### config.mk
export PLATFORM = sky130hd
export DESIGN_NAME = scml_mode_latches
export DESIGN_NICKNAME = d
export VERILOG_FILES = /design/src/design/scml_pkg.sv /design/src/design/scml_mode_latches.sv /design/src/design/scml_latch_mem.sv
export VERILOG_INCLUDE_DIRS = /design/src /design/src/design
export SDC_FILE = /design/constraint.sdc
export NUM_CORES = 1
export LEC_CHECK = 0
export BUFFER_PORTS_ARGS = -buffer_cell sky130_fd_sc_hd__clkbuf_2
export CORE_MARGIN = 10
export CORE_UTILIZATION = 45
export DETAILED_ROUTE_END_ITERATION = 16
export GPL_ROUTABILITY_DRIVEN = 0
export PLACE_DENSITY = 0.73
export SLEW_MARGIN = 20
export SYNTH_ARGS = -nofsm -noshare
export SYNTH_HDL_FRONTEND = slang
export SYNTH_SLANG_ARGS = --single-unit
### constraint.sdc
create_clock -name clk_i -period 3.2 [get_ports clk_i]
set_input_delay 0.64 -clock clk_i [delete_from_list [all_inputs] [get_ports clk_i]]
set_output_delay 0.64 -clock clk_i [all_outputs]
set_load 0.005 [all_outputs]
### src/design/scml_map.svh
/*
  Register offsets, field positions, reset values and timing counts of the
  per-channel mode latch bank.
  Assumes it is included by bare name from the design files.
*/
`ifndef SCML_MAP_SVH
`define SCML_MAP_SVH

// ***********************************************************************
// Register offsets (one per channel plus status and strap, byte addresses)
// ***********************************************************************
`define SCML_OFS_CH0 8'h00
`define SCML_OFS_CH1 8'h04
`define SCML_OFS_CH2 8'h08
`define SCML_OFS_CH3 8'h0C
`define SCML_OFS_STAT 8'h10
`define SCML_OFS_STRAP 8'h14

// ***********************************************************************
// Field positions inside a channel word
// ***********************************************************************
`define SCML_B_DEC_VAR 0
`define SCML_B_DEC_EN 1
`define SCML_B_CK_SRC 2
`define SCML_B_CK_HALF 3
`define SCML_B_PRI_LO 4
`define SCML_B_PRI_HI 5
`define SCML_B_SEC_LO 6
`define SCML_B_SEC_HI 7
`define SCML_B_ENC_EN 8
`define SCML_CH_BITS 9

// ***********************************************************************
// Reset values
// ***********************************************************************
`define SCML_RST_CH 9'h1AF
`define SCML_RST_THR 2'h2

// ***********************************************************************
// Timing counts
// ***********************************************************************
`define SCML_CLK_NS 40
`define SCML_RD_LAT 1

`endif

### src/design/scml_pkg.sv
/*
  Types shared by the mode latch bank.
  Assumes the map header sits in the include path.
*/
package scml_pkg;
  // Detector threshold code
  typedef enum logic [1:0] {
    SCML_THR_OFF = 2'h0,
    SCML_THR_LOW = 2'h1,
    SCML_THR_MID = 2'h2,
    SCML_THR_HIGH = 2'h3
  } scml_thr_e;

  // Output clock scheme seen by the host
  typedef enum logic [1:0] {
    SCML_CK_REC_FULL = 2'h0,
    SCML_CK_REC_HALF = 2'h1,
    SCML_CK_REF_FULL = 2'h2,
    SCML_CK_REF_HALF = 2'h3
  } scml_ck_e;
endpackage

### src/design/scml_mode_latches.sv
/*
  Per-channel mode latch bank of a four-channel serial transceiver: decoder
  variant and enable, receive output clock source and rate, detector
  thresholds and encoder enable, with the clock scheme decode per channel.
  Assumes a 25 MHz clk_i, synchronous strobes from software, and that the
  reference clock rate of each channel is a static strap input.
*/
// The address map and strobed register access were chosen for this implementation.
// Notes on behaviour
// - Decode variant resets 1; 1 primary mode
// - Variant picks special-character decode column
// - Decoder enable resets 1; 0 passes raw
// - Clock source resets 1; 1 reference clock
// - Half-rate select resets 1, sets clock rate
// - Half, recovered source: recovered at half rate
// - Full, recovered source: recovered at full rate
// - Half, reference full-rate: reference half rate
// - Full, reference full-rate: reference full rate
// - Reference half-rate ignores rate, gives half
// - Primary threshold two bits, resets 10
// - Secondary threshold two bits, resets 10
// - Encoder enable resets 1; 0 sends raw
`include "scml_map.svh"

module scml_mode_latches #(
  parameter int NCH = 4
) (
  input wire logic clk_i,
  input wire logic rstn_i,
  input wire logic [7:0] addr_i,
  input wire logic [31:0] wdata_i,
  input wire logic wr_i,
  input wire logic rd_i,
  input wire logic [NCH-1:0] ref_half_rate_i,
  output logic [31:0] rdata_o,
  output logic [NCH-1:0] rx_decode_variant_sel_o,
  output logic [NCH-1:0] rx_decoder_enable_o,
  output logic [NCH-1:0] rx_out_clock_source_sel_o,
  output logic [NCH-1:0] rx_out_clock_half_rate_sel_o,
  output logic [NCH*2-1:0] primary_detect_threshold_sel_o,
  output logic [NCH*2-1:0] secondary_detect_threshold_sel_o,
  output logic [NCH-1:0] tx_encoder_enable_o,
  output logic [NCH-1:0] rx_special_col_o,
  output logic [NCH-1:0] rx_clk_from_ref_o,
  output logic [NCH-1:0] rx_clk_half_o,
  output logic [NCH-1:0] primary_detect_on_o,
  output logic [NCH-1:0] secondary_detect_on_o
);
  localparam int W = `SCML_CH_BITS;

  // Elaboration check: the address map and strap echo serve four channels
  if (NCH != 4) begin : g_nch_check
    $error("scml_mode_latches serves exactly four channels");
  end

  // ***********************************************************************
  // Address decode
  // ***********************************************************************
  function automatic logic is_ch(input logic [7:0] a);
    return a[7:4] == 4'h0 && a[1:0] == 2'b00;
  endfunction

  wire logic wr_hit = wr_i && is_ch(addr_i);
  wire logic [1:0] ch_idx = addr_i[3:2];
  wire logic [W-1:0] wr_word = wdata_i[W-1:0];
  wire logic [NCH*W-1:0] all_words;
  wire logic [W-1:0] mem_rdata;

  // Channel words live in the small store; writes hit one channel only
  scml_latch_mem #(
    .NCH(NCH),
    .W(W)
  ) u_mem (
    .clk_i(clk_i),
    .rstn_i(rstn_i),
    .we_i(wr_hit),
    .widx_i(ch_idx),
    .wdata_i(wr_word),
    .ridx_i(ch_idx),
    .rdata_o(mem_rdata),
    .all_o(all_words)
  );

  // ***********************************************************************
  // Read path: source chosen in the strobe cycle
  // ***********************************************************************
  // The answer must stand in the very next cycle and leave a flip-flop, so
  // the word is picked from the store outputs here; the registered read
  // port of the store would add a second cycle of latency.
  wire logic rd_ch_now = rd_i && is_ch(addr_i);
  wire logic rd_stat_now = rd_i && addr_i == `SCML_OFS_STAT;
  wire logic rd_strap_now = rd_i && addr_i == `SCML_OFS_STRAP;
  wire logic [W-1:0] sel_word = all_words[ch_idx*W +: W];

  // Channel read seen one cycle ago, kept for the read port cross-check
  logic rd_ch;
  always_ff @(posedge clk_i) begin
    if (!rstn_i) begin
      rd_ch <= 1'b0;
    end else begin
      rd_ch <= rd_ch_now;
    end
  end

  // ***********************************************************************
  // Per-channel field split and clock scheme decode
  // ***********************************************************************
  logic [NCH-1:0] f_var, f_den, f_src, f_half, f_een;
  logic [NCH*2-1:0] f_pri, f_sec;
  logic [NCH-1:0] n_col, n_ref, n_hlf, n_pon, n_son;
  logic [NCH*2-1:0] scheme;

  for (genvar c = 0; c < NCH; c++) begin : g_dec
    wire logic [W-1:0] w = all_words[c*W +: W];
    assign f_var[c] = w[`SCML_B_DEC_VAR];
    assign f_den[c] = w[`SCML_B_DEC_EN];
    assign f_src[c] = w[`SCML_B_CK_SRC];
    assign f_half[c] = w[`SCML_B_CK_HALF];
    assign f_pri[c*2 +: 2] = w[`SCML_B_PRI_HI:`SCML_B_PRI_LO];
    assign f_sec[c*2 +: 2] = w[`SCML_B_SEC_HI:`SCML_B_SEC_LO];
    assign f_een[c] = w[`SCML_B_ENC_EN];
    // Column choice only matters with the decoder in the path
    assign n_col[c] = f_den[c] & f_var[c];
    assign n_ref[c] = f_src[c];
    // Half-rate reference forces half rate regardless of the rate bit
    assign n_hlf[c] = (f_src[c] & ref_half_rate_i[c]) | f_half[c];
    assign n_pon[c] = f_pri[c*2 +: 2] != scml_pkg::SCML_THR_OFF;
    assign n_son[c] = f_sec[c*2 +: 2] != scml_pkg::SCML_THR_OFF;
    assign scheme[c*2 +: 2] = {n_ref[c], n_hlf[c]};
  end

  // Status word: the clock scheme and detector state of every channel
  wire logic [31:0] stat_word = {16'h0000, n_son, n_pon, scheme};
  wire logic [31:0] strap_word = {28'h0000000, ref_half_rate_i};
  wire logic [31:0] next_rdata = rd_ch_now ? {23'h000000, sel_word} :
                                 rd_stat_now ? stat_word :
                                 rd_strap_now ? strap_word : 32'h00000000;

  // ***********************************************************************
  // Output registers
  // ***********************************************************************
  // Registered outputs trade one cycle of lag for glitch-free controls
  always_ff @(posedge clk_i) begin
    if (!rstn_i) begin
      rx_decode_variant_sel_o <= '1;
      rx_decoder_enable_o <= '1;
      rx_out_clock_source_sel_o <= '1;
      rx_out_clock_half_rate_sel_o <= '1;
      primary_detect_threshold_sel_o <= {NCH{`SCML_RST_THR}};
      secondary_detect_threshold_sel_o <= {NCH{`SCML_RST_THR}};
      tx_encoder_enable_o <= '1;
    end else begin
      rx_decode_variant_sel_o <= f_var;
      rx_decoder_enable_o <= f_den;
      rx_out_clock_source_sel_o <= f_src;
      rx_out_clock_half_rate_sel_o <= f_half;
      primary_detect_threshold_sel_o <= f_pri;
      secondary_detect_threshold_sel_o <= f_sec;
      tx_encoder_enable_o <= f_een;
    end
  end

  // Decoded controls for the datapath and the output clock generator
  always_ff @(posedge clk_i) begin
    if (!rstn_i) begin
      rx_special_col_o <= '1;
      rx_clk_from_ref_o <= '1;
      rx_clk_half_o <= '1;
      primary_detect_on_o <= '1;
      secondary_detect_on_o <= '1;
    end else begin
      rx_special_col_o <= n_col;
      rx_clk_from_ref_o <= n_ref;
      rx_clk_half_o <= n_hlf;
      primary_detect_on_o <= n_pon;
      secondary_detect_on_o <= n_son;
    end
  end

  // Read data stand only in the cycle after the strobe
  always_ff @(posedge clk_i) begin
    if (!rstn_i) begin
      rdata_o <= 32'h00000000;
    end else begin
      rdata_o <= next_rdata;
    end
  end

  // A write elsewhere must leave the encoder enable, decoder enable and primary threshold of every other channel untouched
  for (genvar c = 0; c < NCH; c++) begin : g_iso

  end
endmodule

### src/design/scml_latch_mem.sv
/*
  Small latch store: one word per channel, written by index, read data
  come out of a register one cycle after the read.
  Assumes a single clock and a synchronous active-low reset.
*/
`include "scml_map.svh"

module scml_latch_mem #(
  parameter int NCH = 4,
  parameter int W = `SCML_CH_BITS
) (
  input wire logic clk_i,
  input wire logic rstn_i,
  input wire logic we_i,
  input wire logic [1:0] widx_i,
  input wire logic [W-1:0] wdata_i,
  input wire logic [1:0] ridx_i,
  output logic [W-1:0] rdata_o,
  output logic [NCH*W-1:0] all_o
);
  logic [W-1:0] word [NCH];

  // Two index bits reach four words at most
  if (NCH < 1 || NCH > 4) begin : g_nch_check
    $error("scml_latch_mem serves one to four words");
  end

  // ***********************************************************************
  // Storage, one process so the array has a single writer
  // ***********************************************************************
  // Each channel keeps its own copy; a write touches one word only
  always_ff @(posedge clk_i) begin
    for (int c = 0; c < NCH; c++) begin
      if (!rstn_i) begin
        word[c] <= W'(`SCML_RST_CH);
      end else if (we_i && widx_i == 2'(c)) begin
        word[c] <= wdata_i;
      end
    end
  end

  // Flat view of every word, one generate slice per channel
  for (genvar c = 0; c < NCH; c++) begin : g_ch
    assign all_o[c*W +: W] = word[c];
  end

  // Registered read port
  always_ff @(posedge clk_i) begin
    if (!rstn_i) begin
      rdata_o <= '0;
    end else begin
      rdata_o <= word[ridx_i];
    end
  end
endmodule

==> results.sh <==
export IMPL_antenna_found_initial=0
export IMPL_grt_max_degree=42
export IMPL_wl_per_cell_um=16.5
export IMPL_fmax_mhz=503
export IMPL_syn_inst=315
export IMPL_num_fill_cells=728
export IMPL_tightest_slew_ps=697
export IMPL_critPathKind="in2reg"
export IMPL_post_cts_resized=0
export IMPL_yosys_warnings=0
export IMPL_cts_buffers=9
export IMPL_fin_crit_sh_pct=62.1
export IMPL_nNetsFinal=457
export IMPL_track_usage_pct=13.4
export IMPL_path_max_fanout=9
export IMPL_htree_levels=3
export IMPL_numPortBuffers=96
export IMPL_clk_latency_ps=360
export IMPL_ios=136
export IMPL_power_density_nw_per_um2=538
export IMPL_arrival_ps=2110
export IMPL_core_area_sq_um=8260
export IMPL_layout_common_cells="clkbuf_2, dfxtp_1, edfxtp_1"
export IMPL_drive_gt1_share_pct=32.9
export IMPL_grt_pass1_vias=2693
export IMPL_status="finished clean"
export IMPL_p_leak_nw=1.93
export IMPL_instances_no_fill=519
export IMPL_grt_overflow=0
export IMPL_maxSlewViolCount=0
export IMPL_via_count=2557
export IMPL_drtAntennaViolNets=0
export IMPL_area_delta_synth_final_pct=18.2
export IMPL_critPathRequiredTime_ps=3320
export IMPL_synth_seq_cells=104
export IMPL_yosysUniqueCellTypes=39
export IMPL_placed_cell_area_sq_um=4350
export IMPL_post_route_drc_count=0
export IMPL_setup_viol=0
export IMPL_startpoint_type="input port"
export IMPL_diodes=0
export IMPL_grt_pass1_wl_mm=13.9
export IMPL_drt_wl_total_mm=8.57
export IMPL_cts_root_buf="clkbuf_8"
export IMPL_cts_sinks=104
export IMPL_drtIter0Drc=185
export IMPL_place_ws_ps=826
export IMPL_avgSynthCellArea_sq_um=12.2
export IMPL_drt_pass1_iter_count=4
export IMPL_area_sequential_sq_um=2440
export IMPL_finalHoldViolations=0
export IMPL_yosysSeqAreaShare_pct=63.4
export IMPL_multi_input_area_sq_um=1210
export IMPL_cts_hold_buf=0
export IMPL_post_cts_buffers=0
export IMPL_design_area_sq_um=4560
export IMPL_worst_setup_path_end_kind="flip-flop"
export IMPL_irDropWorstVdd_mv=0.225
export IMPL_setup_tns_ps=0
export IMPL_cap_violations=0
export IMPL_rsz0062_at_grt="no"
export IMPL_path_clk_slew_ps=90
export IMPL_fin_crit_ps=1990
export IMPL_rows=33
export IMPL_dp_cells=503
export IMPL_place_hpwl_mm=6.56
export IMPL_relSlewSlack_pct=53.3
export IMPL_cts_buffer_depth=2
export IMPL_cts_tree="yes"
export IMPL_power_w=0.00245
export IMPL_hold_path_class="reg2reg"
export IMPL_initial_core_util_pct=46.7
export IMPL_die_w_um=113
export IMPL_synth_area_sq_um=3850
export IMPL_viasPerCell=4.93
export IMPL_finalClockSkew_ps=4.70
export IMPL_fp_dieArea_sq_um=12700
export IMPL_layout_commonest_cell="clkbuf_2"
export IMPL_die_y_um=113
export IMPL_setup_ws_ps=1210
## routing by layer
metal  wire (um)  vias to the layer above  track usage, %  part of all wire (%)
met3         718                        9            4.21                   8.4
met4         136                        0            5.84                   1.6
li1            -                     1243               -                     -
met5           0                        -               0                     0
met2        3920                       99            20.8                    46
met1        3800                     1206            16.9                    44
## cells in the mapped netlist
cell type        number  share of area, %
o21ai_0               4              0.52
nand2_1               3              0.29
a21o_1                4              0.78
nand4bb_1             1              0.29
or3_1                21               3.4
a21oi_1               5              0.65
clkbuf_8              1              0.36
nand2b_1             32               5.2
nor3_2                1              0.26
nor3_1                6              0.78
nand4_1               1              0.16
nand3_1               1              0.13
nor2b_1               1              0.16
buf_6                 1              0.29
clkdlybuf4s15_2       1              0.29
edfxtp_1             36                28
o21a_1               14               2.7
o31ai_1               1              0.19
and2_1               12               1.9
or4_4                 2              0.58
conb_1                1             0.097
buf_4                20               3.9
or2_2                10               1.6
inv_1                 5              0.49
or3b_2                1              0.23
nor4_4                1              0.55
or2_1                 7               1.1
nor2_1               10              0.97
o22ai_1               7               1.1
buf_2                 1              0.13
o31a_1                1              0.23
o211a_1               1              0.26
nor4_1                1              0.16
clkbuf_1             12               1.2
dfxtp_1              68                35
and3_1                2              0.32
mux4_2                1              0.58
o221ai_1              1              0.23
mux2i_1              17               4.4
## critical path: stages
cell      delay, ps
clkbuf_2         90
or4_4           570
or4_4           570
or2_1           240
## flip-flops by register name, indices dropped and copies added (netlist names), 8 cells and up
name,flops
u_mem.word,36
rdata_o,16
primary_detect_threshold_sel_o,8
secondary_detect_threshold_sel_o,8
## final timing paths
| kind | slack (ps) | cells past startpoint | to | start |
|---|---|---|---|---|
| max | 1210 | 4 | u_mem.word[2][3] | addr_i[1] |
| min | 460 | 1 | tx_encoder_enable_o[0] | u_mem.word[0][8] |
| min reg2reg | 460 | 1 | tx_encoder_enable_o[0] | u_mem.word[0][8] |
| max reg2reg | 1900 | 2 | rdata_o[2] | u_mem.word[3][2] |
## layout make-up
cell class | instances | area share [%]
flip-flops and latches | 104 | 53.6
multi-input cells | 185 | 26.6
repair buffers | 104 | 11.9
clock buffers | 12 | 3.87
well taps | 105 | 2.88
clock inverters | 4 | 0.714
inverters | 5 | 0.412
## cell families after synthesis
group / synth area share, %
compound gates: 6.72
buf+inv: 6.62
flops: 63.4
mux: 5.00
other cells: 0.0973
simple gates: 18.2
## report_power, final
part | internal (W) | total [W] | switching (W) | leakage (nW)
registers | 0.00142 | 0.00145 | 0.0000292 | 0.921
clock network | 0.000379 | 0.000816 | 0.000437 | 0.109
logic | 0.0000812 | 0.000184 | 0.000102 | 0.902
## metrics by stage
| stage | util, % | hold slack, ps |
|---|---|---|
| 2_1_floorplan | - | 428 |
| 3_3_place_gp | 52.6 | 442 |
| 3_5_place_dp | 52.6 | 444 |
| 4_1_cts | 55.2 | 468 |
| 5_1_grt | 55.2 | 480 |
| 6_report | 55.2 | 465 |
Note: power is estimated with default switching activity, not from simulation.
